--- config.mk ---
export PLATFORM = sky130hd
export DESIGN_NAME = pmb_mode_cfg
export DESIGN_NICKNAME = d
export VERILOG_FILES = /design/src/pmb_pkg.sv /design/src/pmb_wait_calc.sv /design/src/pmb_mode_cfg.sv
export VERILOG_INCLUDE_DIRS = /design/src
export SDC_FILE = /design/constraint.sdc
export NUM_CORES = 1
export LEC_CHECK = 0
export BUFFER_PORTS_ARGS = -buffer_cell sky130_fd_sc_hd__buf_2
export CORE_ASPECT_RATIO = 1.1
export CORE_MARGIN = 5
export CORE_UTILIZATION = 45
export DETAILED_ROUTE_END_ITERATION = 8
export PLACE_DENSITY = 0.78
export SLEW_MARGIN = 20
export SYNTH_ARGS = -nofsm -noshare
export SYNTH_HDL_FRONTEND = slang
export SYNTH_SLANG_ARGS = --single-unit
--- constraint.sdc ---
create_clock -name sys_clk -period 2.52 [get_ports sys_clk]
set_input_delay 0.126 -clock sys_clk [delete_from_list [all_inputs] [get_ports sys_clk]]
set_output_delay 0.126 -clock sys_clk [all_outputs]
set_load 0.1 [all_outputs]
--- src/pmb_consts.svh ---
// Constants for the processor mode and external bus configuration block.
`ifndef PMB_CONSTS_SVH
`define PMB_CONSTS_SVH
`define PMB_MODE_SINGLE 2'h0
`define PMB_MODE_EXPAND 2'h1
`define PMB_MODE_BAD 2'h2
`define PMB_MODE_MICRO 2'h3
`define PMB_BUS_ALLMUX 2'h3
`define PMB_AW_LO 1'h0
`define PMB_AW_HI 1'h1
`define PMB_NUM_CS 4
`define PMB_WAIT_ONE 3'h1
`define PMB_WAIT_ZERO 3'h0
`define PMB_CS_LIMIT_MASK 20'h000FF
`define PMB_ADDR_MASK_12 20'h00FFF
`define PMB_ADDR_MASK_16 20'h0FFFF
`define PMB_ADDR_MASK_20 20'hFFFFF
`define PMB_UPPER_RESET 6'h00
`define PMB_CSEN_RESET 4'h1
`define PMB_CSW_RESET 4'h0
`define PMB_CSE_RESET 8'h00
`endif

--- src/pmb_pkg.sv ---
// Types for the processor mode and external bus configuration block.
package pmb_pkg;
    typedef enum logic [1:0] {
        PMB_ST_RESET = 2'h0,
        PMB_ST_RUN = 2'h1,
        PMB_ST_HOLD = 2'h3
    } pmb_state_t;
    typedef struct packed {
        pmb_state_t state;
        logic [1:0] procMode;
        logic [5:0] upperBits;
        logic addrWidthLoSel;
        logic wdtResetSelect;
        logic globalWaitBit;
        logic [3:0] csEnable;
        logic [3:0] areaWaitDisable;
        logic [7:0] areaWaitCount;
        logic romBlocked;
        logic addrValid;
    } pmb_regs_t;
endpackage : pmb_pkg

--- src/pmb_wait_calc.sv ---
// Wait-state calculator for one chip-select area.
`include "pmb_consts.svh"
module pmb_wait_calc (
    input wire logic globalWait,
    input wire logic waitDisable,
    input wire logic [1:0] waitCount,
    output logic [2:0] waits
);
    // Wait disable cleared uses the per-area count, at least one cycle.
    always_comb begin
        if (!waitDisable) begin
            waits = `PMB_WAIT_ONE + {1'b0, waitCount};
        end else if (globalWait) begin
            waits = `PMB_WAIT_ONE;
        end else begin
            waits = `PMB_WAIT_ZERO;
        end
    end
endmodule : pmb_wait_calc

--- src/pmb_mode_cfg.sv ---
// Processor mode selection and external bus configuration registers.
//
// Contract
// - Mode field 00 single-chip, 01 expansion, 11 microprocessor; 10 is prohibited.
// - Hardware reset enters single-chip with strap low, microprocessor with strap high.
// - Writing the mode field sets the mode regardless of the strap level.
// - Hardware reset with strap high blocks internal ROM access until a hardware reset with strap low.
// - Mode field survives software, watchdog and oscillation-stop resets.
// - Mode registers are written only while the protect unlock bit is set.
// - Bus mode 11 in expansion frees upper address pins; areas become 256 bytes.
// - Watchdog reset select is set-only; writing zero has no effect.
// - Global wait bit adds one wait to internal RAM and ROM access and to areas with wait disable set.
// - Area wait disable cleared forces at least one wait for that area.
// - Global wait gives chip-select areas one wait even when wait disable is set.
// - With wait disable cleared, a two-bit per-area count selects wait cycles.
// - Bus mode field selects separate or multiplexed bus.
// - Multiplexed 8-bit bus carries address bits 0 to 7 on data lines 0 to 7.
// - Multiplexed 16-bit bus carries address bits 1 to 8; only even addresses.
// - Width bits select 12, 16 or 20 address bits; unused pins among address bits 16 to 19 become ports.
// - After entering expansion mode the address is undefined until an external access.
// - Width pin high gives eight data lines, low gives sixteen.
// - Four chip-select pins are each a port or chip select by enable bit.
`include "pmb_consts.svh"
module pmb_mode_cfg (
    input wire logic sys_clk,
    input wire logic rst,
    input wire logic clkEn,
    input wire logic sysReset,
    input wire logic modeStrapPin,
    input wire logic byteWidthPin,
    input wire logic protectUnlockBit,
    input wire logic wrMode0,
    input wire logic [1:0] wrProcModeField,
    input wire logic [5:0] wrUpperModeBits,
    input wire logic wrMode1,
    input wire logic wrAddrWidthLoSel,
    input wire logic wrWdtResetSelect,
    input wire logic wrGlobalWaitBit,
    input wire logic wrChipSelect,
    input wire logic [3:0] wrCsEnable,
    input wire logic [3:0] wrAreaWaitDisable,
    input wire logic wrWaitExt,
    input wire logic [7:0] wrAreaWaitCount,
    input wire logic extAccess,
    input wire logic [1:0] extArea,
    input wire logic [19:0] cpuAddr,
    output logic [1:0] procModeField,
    output logic [5:0] upperModeBits,
    output logic singleChipMode,
    output logic memExpansionMode,
    output logic microprocessorMode,
    output logic romAccessEnable,
    output logic multiplexedBus,
    output logic [1:0] addrWidthCode,
    output logic [3:0] upperAddrPortSel,
    output logic [6:0] p3p4PortSel,
    output logic wideDataBus,
    output logic [3:0] chipSelectOut,
    output logic [19:0] extAddrOut,
    output logic extAddrValid,
    output logic [7:0] muxAddrOut,
    output logic wdtResetSelect,
    output logic globalWaitBit,
    output logic [2:0] internalWaits,
    output logic [2:0] areaWaits
);
    // ------------------------------------------------------------
    // State
    // ------------------------------------------------------------
    pmb_pkg::pmb_regs_t regsFf;
    pmb_pkg::pmb_regs_t nxtRegs;
    logic [2:0] areaWaitVec [`PMB_NUM_CS];
    logic [1:0] busModeField;
    logic expandMode;
    logic allMux;
    logic [19:0] addrMask;

    // Decodes whether a mode field value drives the external bus.
    function automatic logic pmb_is_external(input logic [1:0] mode);
        pmb_is_external = (mode == `PMB_MODE_EXPAND) || (mode == `PMB_MODE_MICRO);
    endfunction : pmb_is_external

    // Mask of address bits that leave the chip for the given width bits.
    function automatic logic [19:0] pmb_addr_mask(input logic hi, input logic lo);
        if (hi && lo) begin
            pmb_addr_mask = `PMB_ADDR_MASK_12;
        end else if (hi) begin
            pmb_addr_mask = `PMB_ADDR_MASK_16;
        end else begin
            pmb_addr_mask = `PMB_ADDR_MASK_20;
        end
    endfunction : pmb_addr_mask

    // Bus mode and width selection decoded from the stored bits.
    assign busModeField = regsFf.upperBits[3:2];
    assign expandMode = regsFf.procMode == `PMB_MODE_EXPAND;
    assign allMux = expandMode && (busModeField == `PMB_BUS_ALLMUX);
    assign addrMask = pmb_addr_mask(regsFf.upperBits[4], regsFf.addrWidthLoSel);

    // ------------------------------------------------------------
    // Per-area wait calculators
    // ------------------------------------------------------------
    genvar gi;
    generate
        for (gi = 0; gi < `PMB_NUM_CS; gi++) begin : g_wait
            pmb_wait_calc u_wait (
                .globalWait(regsFf.globalWaitBit),
                .waitDisable(regsFf.areaWaitDisable[gi]),
                .waitCount(regsFf.areaWaitCount[2*gi+:2]),
                .waits(areaWaitVec[gi])
            );
        end
    endgenerate

    // ------------------------------------------------------------
    // Next state
    // ------------------------------------------------------------
    // Mode register writes gated by the unlock bit; the mode survives system resets.
    always_comb begin
        nxtRegs = regsFf;
        if (regsFf.state == pmb_pkg::PMB_ST_RESET) begin
            // Strap is caught on the first clocked cycle after reset release.
            nxtRegs.procMode = modeStrapPin ? `PMB_MODE_MICRO : `PMB_MODE_SINGLE;
            nxtRegs.romBlocked = modeStrapPin;
            nxtRegs.state = pmb_pkg::PMB_ST_RUN;
        end else if (sysReset) begin
            // Soft, watchdog and oscillation resets keep mode and ROM block.
            nxtRegs.upperBits = `PMB_UPPER_RESET;
            nxtRegs.addrWidthLoSel = `PMB_AW_LO;
            nxtRegs.globalWaitBit = 1'b0;
            nxtRegs.csEnable = `PMB_CSEN_RESET;
            nxtRegs.areaWaitDisable = `PMB_CSW_RESET;
            nxtRegs.areaWaitCount = `PMB_CSE_RESET;
            nxtRegs.addrValid = 1'b0;
        end else begin
            if (wrMode0 && protectUnlockBit) begin
                if (wrProcModeField != `PMB_MODE_BAD) begin
                    nxtRegs.procMode = wrProcModeField;
                end
                nxtRegs.upperBits = wrUpperModeBits;
                if (!pmb_is_external(regsFf.procMode)
                        && pmb_is_external(wrProcModeField)) begin
                    nxtRegs.addrValid = 1'b0;
                end
            end
            if (wrMode1 && protectUnlockBit) begin
                nxtRegs.addrWidthLoSel = wrAddrWidthLoSel;
                nxtRegs.wdtResetSelect = regsFf.wdtResetSelect | wrWdtResetSelect;
                nxtRegs.globalWaitBit = wrGlobalWaitBit;
            end
            if (wrChipSelect) begin
                nxtRegs.csEnable = wrCsEnable;
                nxtRegs.areaWaitDisable = wrAreaWaitDisable;
            end
            if (wrWaitExt) begin
                nxtRegs.areaWaitCount = wrAreaWaitCount;
            end
            if (extAccess && pmb_is_external(regsFf.procMode)) begin
                nxtRegs.addrValid = 1'b1;
            end
        end
    end

    // Registers the state; clock enable low freezes everything.
    always_ff @(posedge sys_clk) begin
        if (rst) begin
            regsFf.state <= pmb_pkg::PMB_ST_RESET;
            regsFf.procMode <= `PMB_MODE_SINGLE;
            regsFf.upperBits <= `PMB_UPPER_RESET;
            regsFf.addrWidthLoSel <= `PMB_AW_LO;
            regsFf.wdtResetSelect <= 1'b0;
            regsFf.globalWaitBit <= 1'b0;
            regsFf.csEnable <= `PMB_CSEN_RESET;
            regsFf.areaWaitDisable <= `PMB_CSW_RESET;
            regsFf.areaWaitCount <= `PMB_CSE_RESET;
            regsFf.romBlocked <= 1'b0;
            regsFf.addrValid <= 1'b0;
        end else if (clkEn) begin
            regsFf <= nxtRegs;
        end
    end

    // ------------------------------------------------------------
    // Output registers
    // ------------------------------------------------------------
    // All outputs are registered views of the current state and bus inputs; extAddrValid follows the next state.
    always_ff @(posedge sys_clk) begin
        if (rst) begin
            procModeField <= `PMB_MODE_SINGLE;
            upperModeBits <= `PMB_UPPER_RESET;
            singleChipMode <= 1'b1;
            memExpansionMode <= 1'b0;
            microprocessorMode <= 1'b0;
            romAccessEnable <= 1'b0;
            multiplexedBus <= 1'b0;
            addrWidthCode <= 2'h0;
            upperAddrPortSel <= 4'h0;
            p3p4PortSel <= 7'h00;
            wideDataBus <= 1'b0;
            chipSelectOut <= 4'hF;
            extAddrOut <= 20'h00000;
            extAddrValid <= 1'b0;
            muxAddrOut <= 8'h00;
            wdtResetSelect <= 1'b0;
            globalWaitBit <= 1'b0;
            internalWaits <= `PMB_WAIT_ZERO;
            areaWaits <= `PMB_WAIT_ZERO;
        end else if (clkEn) begin
            procModeField <= regsFf.procMode;
            upperModeBits <= regsFf.upperBits;
            singleChipMode <= regsFf.procMode == `PMB_MODE_SINGLE;
            memExpansionMode <= expandMode;
            microprocessorMode <= regsFf.procMode == `PMB_MODE_MICRO;
            romAccessEnable <= !regsFf.romBlocked
                && (regsFf.procMode != `PMB_MODE_MICRO);
            multiplexedBus <= busModeField != 2'h0;
            addrWidthCode <= {regsFf.addrWidthLoSel, regsFf.upperBits[4]};
            upperAddrPortSel <= ~addrMask[19:16];
            p3p4PortSel <= allMux ? 7'h7F : 7'h00;
            wideDataBus <= !byteWidthPin;
            // Active-low chip selects only for enabled areas on an external access.
            for (int i = 0; i < `PMB_NUM_CS; i++) begin
                chipSelectOut[i] <= !(regsFf.csEnable[i] && extAccess
                    && (extArea == i[1:0]) && pmb_is_external(regsFf.procMode));
            end
            if (extAccess) begin
                extAddrOut <= cpuAddr & addrMask & (allMux ? `PMB_CS_LIMIT_MASK
                    : `PMB_ADDR_MASK_20);
                muxAddrOut <= byteWidthPin ? cpuAddr[7:0] : cpuAddr[8:1];
            end
            extAddrValid <= nxtRegs.addrValid;
            wdtResetSelect <= regsFf.wdtResetSelect;
            globalWaitBit <= regsFf.globalWaitBit;
            internalWaits <= regsFf.globalWaitBit ? `PMB_WAIT_ONE : `PMB_WAIT_ZERO;
            areaWaits <= areaWaitVec[extArea];
        end
    end
endmodule : pmb_mode_cfg

==> flow_results.org, run 1 <==
** Run status
- The run finished with clean final reports.

** Setup path
- In this run the critical register-to-register path is launched from regsFf[29].
- Buf/Inv on CP :: 0
- On the critical path, the stage with the largest delay is an instance of dfxtp_1.
- Flop-to-flop setup slack :: 0.74 ns
- Cell depth of the worst flop-to-flop path :: 4
- The worst setup path is of the flop to flop kind.
- Cell family with most CP delay :: simple AND/OR/NAND/NOR gates
- Crit path depth :: 4
- The worst setup path is launched from a flop.
- At the worst endpoint, the arrival time is 2.03 ns.
- Peak per-stage delay on the critical path :: 0.56 ns
- The worst register-to-register path ends at regsFf[14].
- The signal on the critical path passes through nand2_2 > nor3b_2 > nand2b_1 > a21o_1.
- Worst setup path endpoint :: regsFf[14]
- Kind of end point of the critical path :: flop
- STA puts the critical path data required time at 2.77 ns.
- Highest net fanout along the worst path :: 11
- The most critical setup path has its startpoint at regsFf[29].

** Route
- The routed design has 9.04 mm of wire.
- Number of vias per cell :: 5.14
- Remaining antenna violation count after routing :: 0
- The first detailed-routing pass ran for 5 iterations.
- After the first detailed-routing iteration, the DRC count stood at 173.
- Total number of vias :: 3162
- Number of DRC violations after detailed routing :: 0
- After detailed routing, the average wire length per cell comes to 14.7 µm.

** Global routing
- Pin count of the biggest net entering global routing :: 58
- Vias in the first global route :: 2967
- Across every metal layer, demand over resource in global routing totals 0.190.
- The first global-routing pass estimated 14.4 mm of wire.
- Number of antenna violations at the first check in global routing :: 0
- Aggregate global routing overflow :: 0

** Floorplan
- Effective utilization at floorplan :: 0.465
- The die covers 9680 µm².
- During I/O placement, the number of pins put on the boundary was 129.
- Row cnt :: 33
- The total area inside the core boundary comes to 7560 µm².
- The floorplan step set the die width to 94.3 µm.
- The die is 103 µm tall.

** Yosys
- Simple-gate portion of the synthesized area :: 0.214
- The share of synthesized area in the top cell type comes to 0.478.
- Of the post-synthesis cell area, the part taken by muxes is 0.0598.
- Synth warn :: 0
- Counting distinct cell types in the post-synthesis netlist gives 42.
- Averaged over all synthesized cells, the footprint is 8.83 µm².
- Post-synth design cell area :: 3510 µm²
- Synth Area in Compound Gates :: 0.163
- Synthesized-area fraction occupied by adder cells :: 0.0142
- Of the synthesized area, sequential elements account for 0.478.
- For this run, the leading register cell type out of synthesis is dfxtp_1.
- The synthesized design spends more area on one cell type than any other, namely dfxtp_1.
- Total of flip-flops plus latches after synthesis :: 84
- The cell count after synthesis came out at 398.
- Largest family of logic cells by synthesized area :: simple AND/OR/NAND/NOR gates
- Of the total synthesized cell area, the portion taken by XOR and XNOR cells is 0.
- Cell types with the largest area share after synthesis :: dfxtp_1 48%, mux2i_1 6.0%, a21oi_1 5.8%
- Number of enable-type register cells in the synthesized netlist :: 0
- After synthesis, the share of flip-flops with an asynchronous set or reset is 0.

** Layout
- Fill cells in the final layout number 684.
- Relative to the synthesized area, the layout overhead comes to 24.5%.
- Commonest cells after routing, fill and taps aside :: 126 x buf_2, 84 x dfxtp_1, 54 x nor2_1
- Number of diodes added for antenna fixing :: 0
- In the final layout, the share of cells above drive strength 1 is 0.296.
- Most common cell after layout, fill and taps aside :: buf_2
- In the final design database the tool counted 570 nets.

** Timing
- Setup_tns :: 0 ns
- Setup repair after global routing left no endpoint under its margin.
- Period minus WS final :: 1.78 ns
- Final count of hold timing violations :: 0
- Tcrit/Tclk final :: 0.705
- For the pin with the worst max-slew slack, the measured transition is 1.06 ns.
- On the final layout, the worst hold slack is 0.00748 ns.
- The count of final max-slew check failures is 0.
- Max-slew headroom :: 0.296
- Final setup violating endpoints :: 0
- Peak Freq :: 563 MHz
- For the final database, setup skew stands at 0.0102 ns.

** Clock tree
- Cell at the root of the clock tree :: clkbuf_8
- Clock latency on the worst-skew pair, taken at its later pin, is 0.36 ns.
- Post-CTS repair changed the size of 0 cells.
- TritonCTS built the clock tree.
- # Post-CTS Setup Buffers :: 0
- Number of buffers created by CTS :: 9
- The clock passes through at most 2 buffers.
- After clock tree synthesis, the clock-pin slew on the worst setup and hold paths is 0.09 ns.
- H-tree levels :: 3
- For this design, the sink count on the clock tree is 84.

** Placed design
- Summed over all nets, the half-perimeter wirelength after detailed placement is 6.49 mm.
- Routability-driven placement finished with a final weighted congestion of 0.876.
- Input and output buffers added on the ports amount to 126.

** Worst hold path
- In this run the worst hold path is classified as input pin to flop.

** Power
- Across the VDD grid, the largest voltage drop is 0.401 mV.
- Power density cells :: 712 nW/µm²
- In this run the static leakage power is 0.00194 µW.

** Run
- The tool flagged a number of max-cap violations equal to 0.
-- registers in the layout (all words and copies together), names as in the netlist --
signal and cells:
busModeField 2, multiplexedBus 1, upperModeBits 6, extAddrOut 20
regsFf 27, wdtResetSelect 1, globalWaitBit 1, wideDataBus 1
extAddrValid 1, areaWaits 3, romAccessEnable 1, procModeField 2
muxAddrOut 8, addrWidthCode 1, microprocessorMode 1, upperAddrPortSel 1
chipSelectOut 4, singleChipMode 1, memExpansionMode 1, p3p4PortSel 1
-- final cells by class --
class / count / area (µm²) / share of cell area
multi-input cells: 274 / 1590 / 0.364
clock buffers: 9 / 124 / 0.0283
clock inverters: 7 / 123 / 0.0280
inverters: 2 / 7.51 / 0.00172
well taps: 105 / 131 / 0.0300
repair buffers: 134 / 718 / 0.164
flip-flops and latches: 84 / 1680 / 0.384
-- report_power, final --
group | total (µW) | switching (µW) | internal [µW]
Sequential | 1410 | 33.2 | 1370
Clock | 1170 | 503 | 665
Combinational | 545 | 418 | 126
Total | 3120 | 955 | 2160
-- per-layer routing --
metal / GRT usage / up-vias / part of all wire
li1: - / 1584 / -
met1: 0.239 / 1457 / 0.42
met2: 0.301 / 107 / 0.48
met3: 0.0613 / 14 / 0.074
met4: 0.0800 / 0 / 0.025
met5: 0 / - / 0
-- worst reg2reg max path, delay by kind of cell (launching register included) --
| kind | cells | cell delay, ns |
|---|---|---|
| AOI/OAI and AO/OA | 1 | 0.19 |
| DFF | 1 | 0.56 |
| and+or+nand+nor | 3 | 0.93 |
-- worst min-delay path by stage --
stage / startpoint / to / slack [ns] / cells past startpoint
4_1_cts: wrAreaWaitDisable[3] / regsFf[13] / 0.002 / 3
3_3_place_gp: wrWdtResetSelect / regsFf[19] / 0.36 / 3
5_1_grt: cpuAddr[10] / extAddrOut[10] / 0.003 / 3
2_1_floorplan: cpuAddr[0] / extAddrOut[0] / 0.26 / 2
6_report: wrAreaWaitCount[7] / regsFf[9] / 0.007 / 3
3_5_place_dp: wrWdtResetSelect / regsFf[19] / 0.36 / 3
-- through the flow --
stage | total power [µW] | worst slack [ns] | cells | utilization | area (µm²)
finish | 3120 | 0.742 | 615 | 0.579 | 4380
CTS | 3130 | 0.744 | 614 | 0.578 | 4370
global placement | 1970 | 0.815 | 593 | 0.539 | 4070
floorplan | 1860 | 0.931 | 399 | - | 3520
detailed placement | 1970 | 0.760 | 593 | 0.539 | 4070
global route | 3250 | 0.581 | 615 | 0.579 | 4380
-- Yosys cell counts (2+ instances only) --
cell and n:
a2111oi_0 2, a211oi_1 10, a21oi_1 41, a22oi_1 18
a311oi_1 2, and2b_1 2, and4b_1 3, buf_2 6
buf_4 16, buf_6 3, clkbuf_1 13, dfxtp_1 84
ha_1 4, inv_1 2, mux2i_1 21, nand2_1 42
nand2b_1 7, nand3_1 17, nand3b_1 5, nand4_1 2
nand4b_1 2, nor2_1 54, nor2b_1 5, nor3_1 5
o211ai_1 2, o21ai_0 13, or3b_1 2
-- logic make-up (layout without fill, tap and decap cells) --
family,Yosys count,in the layout
AND/OR/NAND/NOR,154,154
AO/OA/AOI/OAI,93,93
flip-flops,84,84
buffers and inverters,41,152
multiplexers,21,21
adder cells (fa/ha/maj),4,4
other,1,2
-- repair_timing --
item,in CTS,in global routing
hold buffers,5,1
hold endpoints to repair,5,1
endpoints found under the setup margin,0,0
(Power assumes the default switching activity.)
==> run 2, diff against run 1 <==
--- a/config.mk
+++ b/config.mk
@@ -9,9 +9,9 @@
 export BUFFER_PORTS_ARGS = -buffer_cell sky130_fd_sc_hd__buf_2
 export CORE_ASPECT_RATIO = 1.1
 export CORE_MARGIN = 5
-export CORE_UTILIZATION = 45
+export CORE_UTILIZATION = 44
 export DETAILED_ROUTE_END_ITERATION = 8
-export PLACE_DENSITY = 0.78
+export PLACE_DENSITY = 0.79
 export SLEW_MARGIN = 20
 export SYNTH_ARGS = -nofsm -noshare
 export SYNTH_HDL_FRONTEND = slang
==> constraint.sdc (replaced) <==
create_clock -name sys_clk -period 1.5 [get_ports sys_clk]
set_input_delay 0.075 -clock sys_clk [delete_from_list [all_inputs] [get_ports sys_clk]]
set_output_delay 0.075 -clock sys_clk [all_outputs]
set_load 0.1 [all_outputs]
==> run 2 against run 1 <==
Net effect: wire length grew 8.4%; sequential share of layout area shrank 3.0 points; non-clock buffer count grew 41; first-iteration DRC count is the same; clock power grew 39%; total power grew 60%; via count grew 6.9%; highest routed layer unchanged.
==> flow_results.org, run 2 (synthesis results as in run 1) <==
** Timing
- Actual slew at the worst max-slew pin :: 0.678 ns (was 1.06 ns)
- The final count of hold timing violations was 0 (unchanged).
- The setup TNS after final layout is 0 ns (unchanged).
- The final-report setup violation count came to 0 (unchanged).
- The worst relative slew slack was 0.546 (was 0.296).
- Period minus WS final :: 1.40 ns (was 1.78 ns)
- Worst Hold Slack :: 0.0122 ns (was 0.00748 ns)
- Tcrit/Tclk final :: 0.933 (was 0.705)
- The final worst slack came to 0.100 ns (was 0.742 ns).
- Final count of pins violating max slew :: 0 (unchanged)
- Unrepaired setup endpoints after global routing :: false (unchanged)
- The maximum clock frequency was 715 MHz (was 563 MHz).
- The setup clock skew after layout was 0.0119 ns (was 0.0102 ns).

** Global routing
- Vias in the first global route :: 3330 (was 2967)
- Busiest layer in global routing :: met2 (unchanged)
- The initial antenna violation count is 0 (unchanged).
- The first-pass GRT wire length is 15.7 mm (was 14.4 mm).
- M3 GR Usage :: 0.0384 (was 0.0613)
- The maximum number of pins on one net before global-route repair came to 62 (was 58).
- The residual overflow from global routing is 0 (unchanged).
- The overall track demand over capacity in global routing was 0.197 (was 0.190).
- The met1 routing resource usage after global routing is 0.245 (was 0.239).
- The met2 track demand over resource in global routing is 0.324 (was 0.301).

** Placed design
- The worst slack after detailed placement came to 0.0693 ns (was 0.760 ns).
- The cell area after placement is 4140 µm² (was 4070 µm²).
- The number of buffers inserted by port buffering came to 126 (unchanged).
- The detailed-placement wirelength estimate was 6.74 mm (was 6.49 mm).
- Routability congestion estimate from global placement :: 0.799 (was 0.876)
- Cell Count Post-Placement :: 603 (was 593)

** Floorplan
- Effective utilization at floorplan :: 0.447 (was 0.465)
- Row cnt :: 34 (was 33)
- The die extent in x came to 95.2 µm (was 94.3 µm).
- The die outline area is 9880 µm² (was 9680 µm²).
- Die boundary height :: 104 µm (was 103 µm)
- The number of ports placed on the die boundary came to 129 (unchanged).
- The area inside the core boundary came to 7870 µm² (was 7560 µm²).

** Clock tree
- H-tree levels :: 3 (unchanged)
- Clock Latency Late Sink :: 0.35 ns (was 0.36 ns)
- The buffers inserted during post-CTS setup optimization came to 0 (unchanged).
- Clock Pin Slew Worst Setup and Hold Paths :: 0.09 ns (about the same)
- The total clock buffers created by CTS is 9 (unchanged).
- The root buffer cell is clkbuf_8 (unchanged).
- Sink count of the clock tree :: 84 (unchanged)
- The CTS tree is yes (unchanged).
- The number of buffers on the longest clock path is 2 (unchanged).

** Setup path
- The maximum net fanout on the critical path came to 3 (was 11).
- WP data arrival :: 1.63 ns (was 2.03 ns)
- The register-to-register setup slack is 0.10 ns (was 0.74 ns).
- The critical path startpoint was regsFf[2] (was regsFf[29]).
- Critical Setup Path Class :: flop to flop (unchanged)
- The worst path required time is 1.73 ns (was 2.77 ns).
- Startpoint type of the worst setup path :: flop (unchanged)
- Cell depth of the worst flop-to-flop path :: 5 (was 4)
- Worst reg2reg startpoint :: regsFf[2] (was regsFf[29])
- End of the worst register-to-register path :: areaWaits[1] (was regsFf[14])
- The kind of end point of the critical path is a flop (unchanged).

** Worst hold path
- Capture endpoint of the worst hold path :: regsFf[21] (was regsFf[9])
- Hold path startpoint :: wrUpperModeBits[0] (was wrAreaWaitCount[7])
- Min-Delay Path Depth :: 3 (unchanged)
- Worst hold path class :: input pin to flop (unchanged)

** Layout
- Commonest cells after routing, fill and taps aside :: 126 x buf_2, 83 x dfxtp_1, 54 x nor2_1 (was 126 x buf_2, 84 x dfxtp_1, 54 x nor2_1)
- Biggest regs :: regsFf x27, extAddrOut x20, muxAddrOut x8 (unchanged)
- Top register by number of flip-flops :: regsFf (unchanged)
- Post-synthesis to final-layout area growth :: 35.0% (was 24.5%)
- The share of layout cells above drive strength 1 came to 0.289 (was 0.296).
- The number of nets in the layout came to 611 (was 570).
- Number of diodes added for antenna fixing :: 0 (unchanged)
- The final design instance area without fill is 4750 µm² (was 4380 µm²).
- Most common cell after layout, fill and taps aside :: buf_2 (unchanged)
- The number of standard cells in the final layout excluding fillers came to 659 (was 615).
- Flip-flop count of the largest register, all copies and words added :: 27 (unchanged)

** Route
- The vias per cell is 5.13 (was 5.14).
- Total number of vias :: 3381 (was 3162)
- The mean routed wirelength per cell was 14.9 µm (was 14.7 µm).
- The length of the first detailed-routing pass in iterations is 4 (was 5).
- Total Wirelength :: 9.79 mm (was 9.04 mm)
- Remaining antenna violation count after routing :: 0 (unchanged)
- Number of DRC violations after detailed routing :: 0 (unchanged)
- Count of routing violations after the opening detailed-route iteration :: 173 (unchanged)

** Run
- The count of maximum capacitance violations is 0 (unchanged).

** Power
- The cell leakage power is 0.00209 µW (was 0.00194 µW).
- The cell area power density is 1050 nW/µm² (was 712 nW/µm²).
- The maximum vdd drop came to 0.489 mV (was 0.401 mV).

** Run status
- Outcome :: complete, no violations (unchanged)
==> run 2: stage by stage <==
step	util	total power (µW)
CTS	0.602	5030
detailed placement	0.526	3330
global route	0.603	5200
finish	0.603	5000
global placement	0.526	3320
floorplan	-	3120
==> run 2: cell type report <==
cell class | count | area (µm²)
clock buffers | 10 | 128
clock inverters | 6 | 72.6
fillers | 678 | 3120
inverters | 2 | 7.51
multi-input cells | 274 | 1600
flip-flops and latches | 84 | 1680
well taps | 108 | 135
repair buffers | 175 | 1120
==> run 2: power by group <==
part	switching [µW]	leakage, µW	internal (µW)
combinational	728	0.00132	284
clock	847	0.0000910	787
sequential	50.3	0.000685	2310
==> run 2: worst max-delay path by stage <==
stage                                      to  cells after the start
after floorplan           upperAddrPortSel[1]                      1
after global placement           areaWaits[1]                      5
after global routing             areaWaits[1]                      5
after CTS                        areaWaits[1]                      5
final                            areaWaits[1]                      5
after detailed placement         areaWaits[1]                      5
==> run 2: what timing repair did <==
action / 4_1_cts / 5_1_grt
hold buffers: 40 / 0
endpoints found under the hold margin: 40 / 0
endpoints found under the setup margin: 0 / 4
resized for setup: 0 / 2
==> run 2: metal layers <==
| metal | wire length, µm | vias to the layer above | share of wire |
|---|---|---|---|
| li1 | - | 1667 | - |
| met1 | 4230 | 1568 | 0.43 |
| met2 | 4710 | 127 | 0.48 |
| met3 | 662 | 19 | 0.068 |
| met4 | 195 | 0 | 0.020 |
| met5 | 0 | - | 0 |
==> run 2: critical path, stage by stage (launching register included) <==
cell	delay [ns]
dfxtp_1	0.33
ha_1	0.28
or3b_1	0.16
a21oi_1	0.06
a2111oi_1	0.37
nor3_1	0.08
